[src/hw/dtu_pkg.sv]
// Package for the dual 16-bit multifunction timer: register map, fields, enums and carriers.
package dtu_pkg;

    // ****************************************************************
    // Register byte offsets on the AXI4-Lite slave
    // ****************************************************************
    localparam logic [7:0] off_ctrl = 8'h00;
    localparam logic [7:0] off_clksel = 8'h04;
    localparam logic [7:0] off_prescale = 8'h08;
    localparam logic [7:0] off_reg_a = 8'h0c;
    localparam logic [7:0] off_reg_b = 8'h10;
    localparam logic [7:0] off_cnt1 = 8'h14;
    localparam logic [7:0] off_cnt2 = 8'h18;
    localparam logic [7:0] off_irq_en = 8'h1c;
    localparam logic [7:0] off_pending = 8'h20;

    // ****************************************************************
    // Field positions
    // ****************************************************************
    // Control register
    localparam int ctrl_mode_lsb = 0;
    localparam int ctrl_toggle_en = 2;
    localparam int ctrl_pin_a_init = 3;
    localparam int ctrl_b_edge_rise = 4;
    localparam int ctrl_b_level_high = 5;
    localparam int ctrl_a_edge_rise = 6;
    localparam int ctrl_preset_a = 7;
    localparam int ctrl_preset_b = 8;
    localparam int ctrl_width = 9;
    // Clock select register
    localparam int clksel1_lsb = 0;
    localparam int clksel2_lsb = 4;
    // Enable and pending bits
    localparam int bit_a = 0;
    localparam int bit_b = 1;
    localparam int bit_c = 2;
    localparam int bit_d = 3;

    // ****************************************************************
    // Reset values and constants
    // ****************************************************************
    localparam logic [15:0] cnt_all_ones = 16'hffff;
    localparam logic [15:0] cnt_zero = 16'h0000;
    localparam logic [4:0] prescale_reset = 5'h00;
    localparam logic [1:0] axi_okay = 2'h0;
    localparam logic [1:0] axi_slverr = 2'h2;

    // ****************************************************************
    // Enumerations
    // ****************************************************************
    typedef enum logic [1:0] {
        dtu_mode_pwm = 2'h0,
        dtu_mode_dual_capture = 2'h1,
        dtu_mode_dual_timer = 2'h2,
        dtu_mode_capture_timer = 2'h3
    } dtu_mode_type;

    typedef enum logic [2:0] {
        dtu_clk_none = 3'h0,
        dtu_clk_prescaled = 3'h1,
        dtu_clk_event = 3'h2,
        dtu_clk_accumulate = 3'h3,
        dtu_clk_slow = 3'h4
    } dtu_clksel_type;

    // ****************************************************************
    // Carriers
    // ****************************************************************
    typedef struct packed {
        logic preset_b;
        logic preset_a;
        logic a_edge_rise;
        logic b_level_high;
        logic b_edge_rise;
        logic pin_a_init;
        logic toggle_en;
        dtu_mode_type mode;
    } dtu_ctrl_type;

    typedef struct packed {
        logic second_underflow;
        logic c;
        logic b;
        logic a;
    } dtu_flags_type;

endpackage : dtu_pkg

[src/hw/dtu_timer.sv]
// Dual 16-bit down counter timer with prescaler, clock selectors and an AXI4-Lite register slave.
`timescale 1ns/10ps

module dtu_timer #(
    parameter int cnt_width = 16,
    parameter int presc_width = 5
) (
    // Clock and reset
    input wire logic aclk,
    input wire logic aresetn,
    // AXI4-Lite write address and data
    input wire logic [7:0] s_axi_awaddr,
    input wire logic s_axi_awvalid,
    output logic s_axi_awready,
    input wire logic [31:0] s_axi_wdata,
    input wire logic [3:0] s_axi_wstrb,
    input wire logic s_axi_wvalid,
    output logic s_axi_wready,
    // AXI4-Lite write response
    output logic [1:0] s_axi_bresp,
    output logic s_axi_bvalid,
    input wire logic s_axi_bready,
    // AXI4-Lite read
    input wire logic [7:0] s_axi_araddr,
    input wire logic s_axi_arvalid,
    output logic s_axi_arready,
    output logic [31:0] s_axi_rdata,
    output logic [1:0] s_axi_rresp,
    output logic s_axi_rvalid,
    input wire logic s_axi_rready,
    // Timer pins
    input wire logic io_pin_a_i,
    output logic io_pin_a_o,
    output logic io_pin_a_oe,
    input wire logic io_pin_b_i,
    input wire logic slow_clk_i,
    // Interrupts
    output logic irq_counter1,
    output logic irq_counter2
);

    // ****************************************************************
    // Elaboration checks
    // ****************************************************************
    if (cnt_width != 16 || presc_width != 5) begin : g_bad_param
        $error("dtu_timer supports only a 16-bit counter and 5-bit prescaler");
    end

    // ****************************************************************
    // Registers
    // ****************************************************************
    dtu_pkg::dtu_ctrl_type ctrl_q;
    dtu_pkg::dtu_clksel_type clksel1_q, clksel2_q;
    logic [presc_width-1:0] prescale_divisor_reg_q, presc_cnt_q;
    logic [cnt_width-1:0] reload_capture_reg_a_q, reload_capture_reg_b_q;
    logic [cnt_width-1:0] first_down_counter_q, second_down_counter_q;
    dtu_pkg::dtu_flags_type irq_en_q, pend_q;
    logic [1:0] pin_a_sync_q, pin_b_sync_q, slow_sync_q;
    logic pin_a_last_q, pin_b_last_q, slow_last_q;
    logic use_b_next_q, pin_a_level_q;
    dtu_pkg::dtu_mode_type mode_last_q;
    logic clk1_was_none_q;

    // ****************************************************************
    // Bus write/read decode
    // ****************************************************************
    logic [7:0] aw_addr_q;
    logic aw_have_q, w_have_q;
    logic [31:0] w_data_q;
    logic [3:0] w_strb_q;
    logic do_write;
    logic [31:0] wmask;

    assign s_axi_awready = !aw_have_q && !s_axi_bvalid;
    assign s_axi_wready = !w_have_q && !s_axi_bvalid;
    assign s_axi_arready = !s_axi_rvalid;
    assign do_write = aw_have_q && w_have_q && !s_axi_bvalid;

    always_comb begin
        for (int i = 0; i < 4; i++) begin
            wmask[i*8 +: 8] = {8{w_strb_q[i]}};
        end
    end

    function automatic logic [31:0] merge(input logic [31:0] old, input logic [31:0] val, input logic [31:0] m);
        merge = (old & ~m) | (val & m);
    endfunction : merge

    function automatic logic addr_known(input logic [7:0] a);
        addr_known = (a <= dtu_pkg::off_pending) && (a[1:0] == 2'h0);
    endfunction : addr_known

    always_ff @(posedge aclk) begin
        if (!aresetn) begin
            aw_have_q <= 1'b0;
            w_have_q <= 1'b0;
            aw_addr_q <= 8'h00;
            w_data_q <= 32'h0000_0000;
            w_strb_q <= 4'h0;
            s_axi_bvalid <= 1'b0;
            s_axi_bresp <= dtu_pkg::axi_okay;
        end else begin
            if (s_axi_awvalid && s_axi_awready) begin
                aw_have_q <= 1'b1;
                aw_addr_q <= s_axi_awaddr;
            end
            if (s_axi_wvalid && s_axi_wready) begin
                w_have_q <= 1'b1;
                w_data_q <= s_axi_wdata;
                w_strb_q <= s_axi_wstrb;
            end
            if (do_write) begin
                aw_have_q <= 1'b0;
                w_have_q <= 1'b0;
                s_axi_bvalid <= 1'b1;
                s_axi_bresp <= addr_known(aw_addr_q) ? dtu_pkg::axi_okay : dtu_pkg::axi_slverr;
            end else if (s_axi_bvalid && s_axi_bready) begin
                s_axi_bvalid <= 1'b0;
            end
        end
    end

    logic [31:0] rd_value;
    always_comb begin
        rd_value = 32'h0000_0000;
        case (s_axi_araddr)
            dtu_pkg::off_ctrl: rd_value = 32'(ctrl_q);
            dtu_pkg::off_clksel: rd_value = {24'h00_0000, 1'b0, clksel2_q, 1'b0, clksel1_q};
            dtu_pkg::off_prescale: rd_value = 32'(prescale_divisor_reg_q);
            dtu_pkg::off_reg_a: rd_value = 32'(reload_capture_reg_a_q);
            dtu_pkg::off_reg_b: rd_value = 32'(reload_capture_reg_b_q);
            dtu_pkg::off_cnt1: rd_value = 32'(first_down_counter_q);
            dtu_pkg::off_cnt2: rd_value = 32'(second_down_counter_q);
            dtu_pkg::off_irq_en: rd_value = 32'(irq_en_q);
            dtu_pkg::off_pending: rd_value = 32'(pend_q);
            default: rd_value = 32'h0000_0000;
        endcase
    end

    always_ff @(posedge aclk) begin
        if (!aresetn) begin
            s_axi_rvalid <= 1'b0;
            s_axi_rdata <= 32'h0000_0000;
            s_axi_rresp <= dtu_pkg::axi_okay;
        end else if (s_axi_arvalid && s_axi_arready) begin
            s_axi_rvalid <= 1'b1;
            s_axi_rdata <= rd_value;
            s_axi_rresp <= addr_known(s_axi_araddr) ? dtu_pkg::axi_okay : dtu_pkg::axi_slverr;
        end else if (s_axi_rvalid && s_axi_rready) begin
            s_axi_rvalid <= 1'b0;
        end
    end

    logic wr_ctrl, wr_clksel, wr_presc, wr_a, wr_b, wr_c1, wr_c2, wr_en, wr_pend;
    assign wr_ctrl = do_write && aw_addr_q == dtu_pkg::off_ctrl;
    assign wr_clksel = do_write && aw_addr_q == dtu_pkg::off_clksel;
    assign wr_presc = do_write && aw_addr_q == dtu_pkg::off_prescale;
    assign wr_a = do_write && aw_addr_q == dtu_pkg::off_reg_a;
    assign wr_b = do_write && aw_addr_q == dtu_pkg::off_reg_b;
    assign wr_c1 = do_write && aw_addr_q == dtu_pkg::off_cnt1;
    assign wr_c2 = do_write && aw_addr_q == dtu_pkg::off_cnt2;
    assign wr_en = do_write && aw_addr_q == dtu_pkg::off_irq_en;
    assign wr_pend = do_write && aw_addr_q == dtu_pkg::off_pending;

    // ****************************************************************
    // Configuration registers
    // ****************************************************************
    logic [31:0] ctrl_w, clksel_w;
    assign ctrl_w = merge(32'(ctrl_q), w_data_q, wmask);
    assign clksel_w = merge({24'h00_0000, 1'b0, clksel2_q, 1'b0, clksel1_q}, w_data_q, wmask);

    always_ff @(posedge aclk) begin
        if (!aresetn) begin
            ctrl_q <= '0;
            clksel1_q <= dtu_pkg::dtu_clk_none;
            clksel2_q <= dtu_pkg::dtu_clk_none;
            prescale_divisor_reg_q <= dtu_pkg::prescale_reset;
            irq_en_q <= '0;
        end else begin
            if (wr_ctrl) begin
                ctrl_q <= dtu_pkg::dtu_ctrl_type'(ctrl_w[dtu_pkg::ctrl_width-1:0]);
            end
            if (wr_clksel) begin
                clksel1_q <= dtu_pkg::dtu_clksel_type'(clksel_w[dtu_pkg::clksel1_lsb +: 3]);
                clksel2_q <= dtu_pkg::dtu_clksel_type'(clksel_w[dtu_pkg::clksel2_lsb +: 3]);
            end
            if (wr_presc) begin
                prescale_divisor_reg_q <= presc_width'(merge(32'(prescale_divisor_reg_q), w_data_q, wmask));
            end
            if (wr_en) begin
                irq_en_q <= dtu_pkg::dtu_flags_type'(w_data_q[3:0] & wmask[3:0]
                    | 4'(irq_en_q) & ~wmask[3:0]);
            end
        end
    end

    // ****************************************************************
    // Synchronisers and edge detection
    // ****************************************************************
    always_ff @(posedge aclk) begin
        if (!aresetn) begin
            pin_a_sync_q <= 2'h0;
            pin_b_sync_q <= 2'h0;
            slow_sync_q <= 2'h0;
            pin_a_last_q <= 1'b0;
            pin_b_last_q <= 1'b0;
            slow_last_q <= 1'b0;
        end else begin
            pin_a_sync_q <= {pin_a_sync_q[0], io_pin_a_i};
            pin_b_sync_q <= {pin_b_sync_q[0], io_pin_b_i};
            slow_sync_q <= {slow_sync_q[0], slow_clk_i};
            pin_a_last_q <= pin_a_sync_q[1];
            pin_b_last_q <= pin_b_sync_q[1];
            slow_last_q <= slow_sync_q[1];
        end
    end

    logic pin_a_s, pin_b_s, a_event, b_event, slow_tick;
    assign pin_a_s = pin_a_sync_q[1];
    assign pin_b_s = pin_b_sync_q[1];
    // Edges seen one per sampled change, so pin-B counting tops out at half aclk
    assign a_event = ctrl_q.a_edge_rise ? (pin_a_s && !pin_a_last_q) : (!pin_a_s && pin_a_last_q);
    assign b_event = ctrl_q.b_edge_rise ? (pin_b_s && !pin_b_last_q) : (!pin_b_s && pin_b_last_q);
    // Counts only on aclk edges, so a stopped system clock pauses slow counting
    assign slow_tick = slow_sync_q[1] && !slow_last_q;

    // ****************************************************************
    // Prescaler
    // ****************************************************************
    logic presc_tick;
    assign presc_tick = (presc_cnt_q == '0);
    always_ff @(posedge aclk) begin
        if (!aresetn) begin
            presc_cnt_q <= dtu_pkg::prescale_reset;
        end else if (presc_tick) begin
            presc_cnt_q <= prescale_divisor_reg_q;
        end else begin
            presc_cnt_q <= presc_cnt_q - 1'b1;
        end
    end

    // ****************************************************************
    // Clock selection
    // ****************************************************************
    function automatic logic pick_clk(input dtu_pkg::dtu_clksel_type sel, input logic p_tick,
                                      input logic b_ev, input logic b_lvl_ok, input logic s_tick);
        case (sel)
            dtu_pkg::dtu_clk_prescaled: pick_clk = p_tick;
            dtu_pkg::dtu_clk_event: pick_clk = b_ev;
            dtu_pkg::dtu_clk_accumulate: pick_clk = p_tick && b_lvl_ok;
            dtu_pkg::dtu_clk_slow: pick_clk = s_tick;
            default: pick_clk = 1'b0;
        endcase
    endfunction : pick_clk

    logic b_level_ok, cap_mode, c1_pin_b_src, tick1, tick2;
    assign b_level_ok = (pin_b_s == ctrl_q.b_level_high);
    assign cap_mode = (ctrl_q.mode == dtu_pkg::dtu_mode_dual_capture);
    assign c1_pin_b_src = (clksel1_q == dtu_pkg::dtu_clk_event) || (clksel1_q == dtu_pkg::dtu_clk_accumulate);
    assign tick1 = !(cap_mode && c1_pin_b_src)
        && pick_clk(clksel1_q, presc_tick, b_event, b_level_ok, slow_tick);
    assign tick2 = pick_clk(clksel2_q, presc_tick, b_event, b_level_ok, slow_tick);

    // ****************************************************************
    // Counters, reload and capture
    // ****************************************************************
    logic uf1, uf2, mode_pwm, mode_dual, mode_mix, cap_a, cap_b1, cap_b2, reload_a, reload_b;
    assign uf1 = tick1 && first_down_counter_q == dtu_pkg::cnt_zero;
    assign uf2 = tick2 && second_down_counter_q == dtu_pkg::cnt_zero;
    assign mode_pwm = ctrl_q.mode == dtu_pkg::dtu_mode_pwm;
    assign mode_dual = ctrl_q.mode == dtu_pkg::dtu_mode_dual_timer;
    assign mode_mix = ctrl_q.mode == dtu_pkg::dtu_mode_capture_timer;
    assign cap_a = cap_mode && a_event;
    assign cap_b1 = cap_mode && b_event;
    assign cap_b2 = mode_mix && b_event;

    // Restart state that forces the next mode 1 reload to come from A
    logic restart_a, use_b_now;
    assign restart_a = (mode_last_q != ctrl_q.mode) || (clk1_was_none_q && clksel1_q != dtu_pkg::dtu_clk_none);
    // A restart also steers a reload in the same cycle to A
    assign use_b_now = use_b_next_q && !restart_a;
    assign reload_a = uf1 && (!mode_pwm || !use_b_now);
    assign reload_b = uf1 && mode_pwm && use_b_now;

    always_ff @(posedge aclk) begin
        if (!aresetn) begin
            mode_last_q <= dtu_pkg::dtu_mode_pwm;
            clk1_was_none_q <= 1'b1;
            use_b_next_q <= 1'b0;
        end else begin
            mode_last_q <= ctrl_q.mode;
            clk1_was_none_q <= (clksel1_q == dtu_pkg::dtu_clk_none);
            if (uf1 && mode_pwm) begin
                use_b_next_q <= !use_b_now;
            end else if (restart_a) begin
                use_b_next_q <= 1'b0;
            end
        end
    end

    always_ff @(posedge aclk) begin
        if (!aresetn) begin
            first_down_counter_q <= dtu_pkg::cnt_zero;
        end else if (wr_c1) begin
            first_down_counter_q <= cnt_width'(merge(32'(first_down_counter_q), w_data_q, wmask));
        end else if ((cap_a && ctrl_q.preset_a) || (cap_b1 && ctrl_q.preset_b)) begin
            first_down_counter_q <= dtu_pkg::cnt_all_ones;
        end else if (uf1 && mode_pwm) begin
            first_down_counter_q <= use_b_now ? reload_capture_reg_b_q : reload_capture_reg_a_q;
        end else if (uf1 && (mode_dual || mode_mix)) begin
            first_down_counter_q <= reload_capture_reg_a_q;
        end else if (tick1) begin
            first_down_counter_q <= first_down_counter_q - 1'b1;
        end
    end

    always_ff @(posedge aclk) begin
        if (!aresetn) begin
            second_down_counter_q <= dtu_pkg::cnt_zero;
        end else if (wr_c2) begin
            second_down_counter_q <= cnt_width'(merge(32'(second_down_counter_q), w_data_q, wmask));
        end else if (cap_b2 && ctrl_q.preset_b) begin
            second_down_counter_q <= dtu_pkg::cnt_all_ones;
        end else if (uf2 && mode_dual) begin
            second_down_counter_q <= reload_capture_reg_b_q;
        end else if (tick2) begin
            second_down_counter_q <= second_down_counter_q - 1'b1;
        end
    end

    always_ff @(posedge aclk) begin
        if (!aresetn) begin
            reload_capture_reg_a_q <= dtu_pkg::cnt_zero;
            reload_capture_reg_b_q <= dtu_pkg::cnt_zero;
        end else begin
            if (cap_a) begin
                reload_capture_reg_a_q <= first_down_counter_q;
            end else if (wr_a) begin
                reload_capture_reg_a_q <= cnt_width'(merge(32'(reload_capture_reg_a_q), w_data_q, wmask));
            end
            if (cap_b1) begin
                reload_capture_reg_b_q <= first_down_counter_q;
            end else if (cap_b2) begin
                reload_capture_reg_b_q <= second_down_counter_q;
            end else if (wr_b) begin
                reload_capture_reg_b_q <= cnt_width'(merge(32'(reload_capture_reg_b_q), w_data_q, wmask));
            end
        end
    end

    // ****************************************************************
    // Pin A waveform
    // ****************************************************************
    always_ff @(posedge aclk) begin
        if (!aresetn) begin
            pin_a_level_q <= 1'b0;
        end else if (wr_ctrl) begin
            pin_a_level_q <= ctrl_w[dtu_pkg::ctrl_pin_a_init];
        end else if (uf1 && ctrl_q.toggle_en && !cap_mode) begin
            pin_a_level_q <= !pin_a_level_q;
        end
    end
    assign io_pin_a_o = pin_a_level_q;
    assign io_pin_a_oe = ctrl_q.toggle_en && !cap_mode;

    // ****************************************************************
    // Pending flags and interrupts
    // ****************************************************************
    dtu_pkg::dtu_flags_type set_f, clr_f;
    always_comb begin
        set_f.a = reload_a && (mode_pwm || mode_dual || mode_mix) || cap_a;
        set_f.b = reload_b || cap_b1 || cap_b2;
        set_f.c = uf1 && cap_mode;
        set_f.second_underflow = uf2;
        clr_f = wr_pend ? dtu_pkg::dtu_flags_type'(w_data_q[3:0] & wmask[3:0]) : '0;
    end

    always_ff @(posedge aclk) begin
        if (!aresetn) begin
            pend_q <= '0;
        end else begin
            // Write one clears; a same-cycle hardware set wins
            pend_q <= (pend_q & ~clr_f) | set_f;
        end
    end

    always_comb begin
        irq_counter1 = (pend_q.a && irq_en_q.a) || (pend_q.c && irq_en_q.c)
            || (pend_q.b && irq_en_q.b && !mode_mix);
        irq_counter2 = (pend_q.second_underflow && irq_en_q.second_underflow)
            || (pend_q.b && irq_en_q.b && mode_mix);
    end

endmodule : dtu_timer

[config.mk]
export PLATFORM = sky130hd
export DESIGN_NAME = dtu_timer
export DESIGN_NICKNAME = d
export VERILOG_FILES = /design/src/hw/dtu_pkg.sv /design/src/hw/dtu_timer.sv
export SDC_FILE = /design/constraint.sdc
export NUM_CORES = 1
export LEC_CHECK = 0
export ABC_AREA = 1
export BUFFER_PORTS_ARGS = -buffer_cell sky130_fd_sc_hd__buf_2
export CAP_MARGIN = 10
export CORE_MARGIN = 4
export CORE_UTILIZATION = 25
export DETAILED_ROUTE_END_ITERATION = 10
export PLACE_DENSITY = 0.42
export SETUP_SLACK_MARGIN = 0.5
export SLEW_MARGIN = 10
export SYNTH_ARGS = -nofsm -noshare
export SYNTH_HDL_FRONTEND = slang
export SYNTH_SLANG_ARGS = --single-unit
[constraint.sdc]
create_clock -name aclk -period 2.3 [get_ports aclk]
set_input_delay 0.575 -clock aclk [delete_from_list [all_inputs] [get_ports aclk]]
set_output_delay 0.575 -clock aclk [all_outputs]
set_load 0.02 [all_outputs]
# == After elaboration in Yosys (flattened, before gate mapping) ==
# Index checks and enable logic that the tools add are counted.
# totals
reg_bits,177
inputBits,62
word_cells,236
# classes
n_addsub,3
magnitude_cmp,2
eq_ne,29
n_mux,32
bitwise,24
reduce_logical,102
# op_table
op,n
$mux W16,15
$pmux W16 S9,1
$and A16 B16 Y16,5
$eq A8 B5 Y1 const B,8
$or A16 B16 Y16,4
$logic_and A1 B1 Y1,54
$eq A8 B4 Y1 const B,4
$logic_not A16 Y1,2
$sub A16 B1 Y16 const B,2
$eq A8 B3 Y1 const B,2
$eq A8 B6 Y1 const B,2
$le A8 B6 Y1 const B,2
$logic_not A1 Y1,16
$logic_not A8 Y1,2
$not A16 Y16,1
$logic_or A1 B1 Y1,13
$and A4 B4 Y4,3
$eq A3 B2 Y1 const B,4
$mux W1,10
$reduce_bool A2 Y1,5
$and A9 B9 Y9,1
$or A9 B9 Y9,1
$not A4 Y4,2
$or A4 B4 Y4,2
other kinds (23),31

# == Logic depth before layout (Yosys ltp) ==
# logic_depth
word_depth,11
mapped_depth,15
depth_no_buf,14

# == Least setup slack after synthesis ==
# Ideal clock, no wire load.
# synth_path
path_type,input-to-reg
from,input s_axi_araddr[0]
to,register s_axi_rdata[4]
setup_time_ns,0.070
t_arrival_ns,1.807
required_time_ns,2.230
path_slack_ns,0.423
cell_stages,10
n_path_buf,1
path_cell_list,inv_1 -> nand2_1 -> nor3_1 -> nand2_1 -> inv_1 -> buf_4 -> nand2_1 -> o211ai_1 -> o31ai_1 -> a21oi_1
# synth_between
elab_chain_len,2
# synth_rtl
item,line,source
from (decl),dtu_timer.sv:24,"input wire logic [7:0] s_axi_araddr,"
"$eq A8 B6 Y1, or another cell as far along",dtu_timer.sv:126,case (s_axi_araddr)
$pmux W16 S9 (*),dtu_timer.sv:126,
to (signal assigned),dtu_timer.sv:147,s_axi_rdata <= rd_value;
to (decl),dtu_timer.sv:27,"output logic [31:0] s_axi_rdata,"
# Mark *: on every way between the ends. The rest lies on a longest branch, timed or not.
# A chain may end at the register's enable or synchronous reset.

==> impl_metrics.csv <==
group,metric,value,unit
status,result_of_the_run,"complete, no violations",
sta,final-setup-viol-count,0,
detailed_routing,final_routed_wire_length_divided_by_cell_count,18.3,µm
sta,achievable-frequency,502,MHz
clock_network,clock_buffer_depth,2,
clock_network,post_cts_hold_buffer_count,0,
power,power.share.clock,42.3,%
grt,grt_first_pass_wirelength,56300,µm
logic_synthesis,synth_sequential_area_ratio,34.6,%
layout,antenna_cells,0,
logic_synthesis,cells_taking_the_most_area_after_synthesis,"dfxtp_1 (35%), nand2_1 (13%), a21oi_1 (7.9%)",
worst_setup_path,critical_path.top_delay_family,"simple AND/OR/NAND/NOR gates",
placement,globalplace.congestion,0.880,
power,p_comb_share,13.9,%
worst_setup_path,worstPathRequired,2670,ps
hold_path,min_path_type,"in -> reg",
placement,post-place-cells,1971,
power,p_total,0.00668,W
detailed_routing,remaining_drc_errors,0,
worst_setup_path,crit_fanout,8,
layout,final.fill_count,4005,
layout,final_core_util,33.0,%
sta,hold_viol_final,0,
clock_network,tritoncts,"yes",
logic_synthesis,synth_ff_type,"dfxtp_1",
detailed_routing,routed_via_density,4.83,
layout,nNetsFinal,1630,
worst_setup_path,crit_cells,14,
clock_network,cts_max_level,4,
detailed_routing,dr_total_vias,9867,
logic_synthesis,synth.top_cell.area_share,34.6,%
floorplan,ioPinCount,107,
hold_path,min_from,"io_pin_b_i",
worst_setup_path,cpMaxStageDelayCell,"dfxtp_2",
placement,port_buffers,70,
power,p_leak,4.98,nW
floorplan,die-width,200,µm
worst_setup_path,worst_r2r_path_depth,14,
sta,timing.final.crit_share,86.7,%
detailed_routing,drtIter0Drc,785,
detailed_routing,detailedRoute.firstPassIterationCount,5,
power,peakVddDrop,494,µV
clock_network,cts_sinks,159,
clock_network,ctsRootBufferMaster,"clkbuf_16",
sta,grt_setup_unrepaired,"yes",
power,p_sw_share,28.1,%
worst_setup_path,worst_r2r_startpoint,"presc_cnt_q[0]",
clock_network,cts_inserted_buffers,17,
floorplan,standard_cell_rows,70,
layout,final-instance-count-excl-fill,2042,
power,p_per_area,556,nW/µm²
layout,area_growth_syn_to_layout,30.5,%
logic_synthesis,async_sr_flop_fraction,0,%
worst_setup_path,crit_type,"reg -> reg",
grt,globalRoute.totalOverflow,0,
floorplan,floorplan.die_area,40000,µm²
sta,fin_skew,11.0,ps
worst_setup_path,worstSetupEndpointType,"register",
detailed_routing,postRouteAntennaNets,0,
logic_synthesis,netlist_area_pre_place,9210,µm²
detailed_routing,totalWireLength,37400,µm
grt,largest_net_degree_at_the_start_of_global_routing,38,
grt,antenna_found_initial,0,
logic_synthesis,synth.cells.most_frequent,"nand2_1 (325), inv_1 (163), dfxtp_1 (159)",
clock_network,worstSkewPairLatency,440,ps
worst_setup_path,worstPathCellList,"inv_2 -> ha_4 -> nand2_4 -> nor2_4 -> nand3_2 -> nand2_2 -> nand3_4 -> nor2_8 -> nand2_4 -> nor2_4 -> nand2_1 -> nand3_2 -> nand2_1 -> a21oi_2",
grt,grt_pass1_vias,9267,
sta,period_minus_ws_final,1990,ps
floorplan,initial_utilization,25.3,%
logic_synthesis,synthesis.instances,1423,
worst_setup_path,crit_buf_inv,1,
power,seqPwrFrac,43.8,%
logic_synthesis,synth_warnings,0,
logic_synthesis,synth_cell_type_count,47,
layout,post_route_cells_drive_above_1_share,25.3,%
logic_synthesis,synth_top_cell_by_area,"dfxtp_1",
floorplan,die-height,200,µm
placement,detailedPlace.worstSlack,65.1,ps
placement,hpwlAfterDp,28800,µm
sta,postLayoutSetupSlackWorst,306,ps
power,p_switching,0.00188,W
worst_setup_path,crit_path_start,"presc_cnt_q[0]",
worst_setup_path,arr_time_crit_path,2360,ps
flow_run,max_cap_viol_count,0,
logic_synthesis,mean_area_per_synthesized_cell,6.47,µm²
logic_synthesis,post_synthesis_register_bit_count,159,
logic_synthesis,synth.most_common_cell,"nand2_1",
sta,max_slew_violation_total_from_the_final_report,0,
worst_setup_path,startpoint_type,"register",
hold_path,hold_depth,3,
power,cell_internal_pwr,0.00480,W
worst_setup_path,slowest_delay,320,ps
logic_synthesis,number_of_enable_flip_flop_cells_after_synthesis,0,
grt,gr-usage-all-layers,18.4,%
sta,fin_tns_setup,0,ps
clock_network,cts.reportedPaths.clkPinSlew,60,ps
floorplan,core_area,36400,µm²
-- cell type report --
type	count	area (µm²)	share of cell area, %
flip-flops and latches	159	3210	26.7
multi-input cells	1020	5540	46.1
clock buffers	21	480	4.00
clock inverters	9	85.1	0.708
repair buffers	188	1430	11.9
well taps	468	586	4.87
inverters	177	689	5.74
-- path summary, 6_finish.rpt --
check | slack, ps | end
hold reg to reg | 410 | pin_b_sync_q[1]
setup / recovery | 310 | register
hold / removal | 320 | pin_b_sync_q[0]
setup reg to reg | 310 | register
-- kinds of logic (layout without fill, tap and decap cells) --
family | Yosys count | after routing | share of synthesized area, %
AO/OA/AOI/OAI | 357 | 357 | 21.8
AND/OR/NAND/NOR | 619 | 619 | 29.0
XOR/XNOR | 21 | 21 | 2.00
other | 1 | 18 | 0.0407
flip-flops | 159 | 159 | 34.6
buffers and inverters | 261 | 395 | 11.9
adder cells (fa/ha/maj) | 5 | 5 | 0.679
-- worst reg2reg max path: cells and delay by family (launching register included) --
kind | cells | cell delay (ps)
buffers and inverters | 1 | 70
AND/OR/NAND/NOR | 11 | 1290
adder cells (fa/ha/maj) | 1 | 140
AO/OA/AOI/OAI | 1 | 110
flip-flops | 1 | 320
-- metal layers --
layer	vias up	routed length, µm	GRT usage (%)	part of all wire [%]
li1	4953	-	-	-
met1	4604	18400	27.1	49
met2	282	16800	28.8	45
met3	28	1680	2.28	4.5
met4	0	457	4.20	1.2
met5	-	0	0	0
-- metrics by stage --
step / hold slack (ps) / cell area [µm²]
global placement: 393 / 10400
detailed placement: 399 / 10400
finish: 316 / 12000
global route: 310 / 12000
CTS: 299 / 11600
floorplan: 390 / 9320
-- cells in the final DEF (no fill, tap or decap), types with 4 or more instances in the layout --
cell type   synthesis  routed
clkbuf_8            0       4
o21ai_2             1       6
buf_4              21      95
a21oi_1           145     140
nor2_4              5      20
dfxtp_2             0      16
nand2_4             0       8
nand4_1            32      32
clkinvlp_4          0       5
buf_2              20      68
buf_12              0       7
o21ai_0           115     105
or2_2               4       4
a21oi_2             9      14
nand2_1           325     304
xor2_1             18      18
nor3_1             14       9
o21ai_1             7      11
o2111ai_1           7       7
o221ai_1            4       4
inv_4               0       5
inv_1             163     147
buf_6               2      14
inv_2              12      21
o22ai_1            23      23
dfxtp_1           159     142
nand2_2             5      18
nor2_1            120      91
a31oi_1            17      15
nor2_2              6      20
clkbuf_16           0      19
nand3_2             1      22
nand3_1           102      79
a211oi_1           11      11
conb_1              1      18
-- power groups by stage --
| stage | clock (W) | combinational, W | sequential, W |
|---|---|---|---|
| floorplan | 0 | 0.000529 | 0.00297 |
| detailed placement | 0 | 0.000769 | 0.00298 |
| global placement | 0 | 0.000762 | 0.00298 |
| CTS | 0.00290 | 0.000869 | 0.00292 |
| finish | 0.00283 | 0.000929 | 0.00292 |
| global route | 0.00300 | 0.00103 | 0.00294 |
-- repair_timing --
item,CTS,global route
resized for setup,116,82
pin swaps,40,21
cloned,0,3
buffers inserted,23,15
hold endpoints to repair,0,0
endpoints found under the setup margin,80,95
Note: power is estimated with default switching activity, not from simulation.
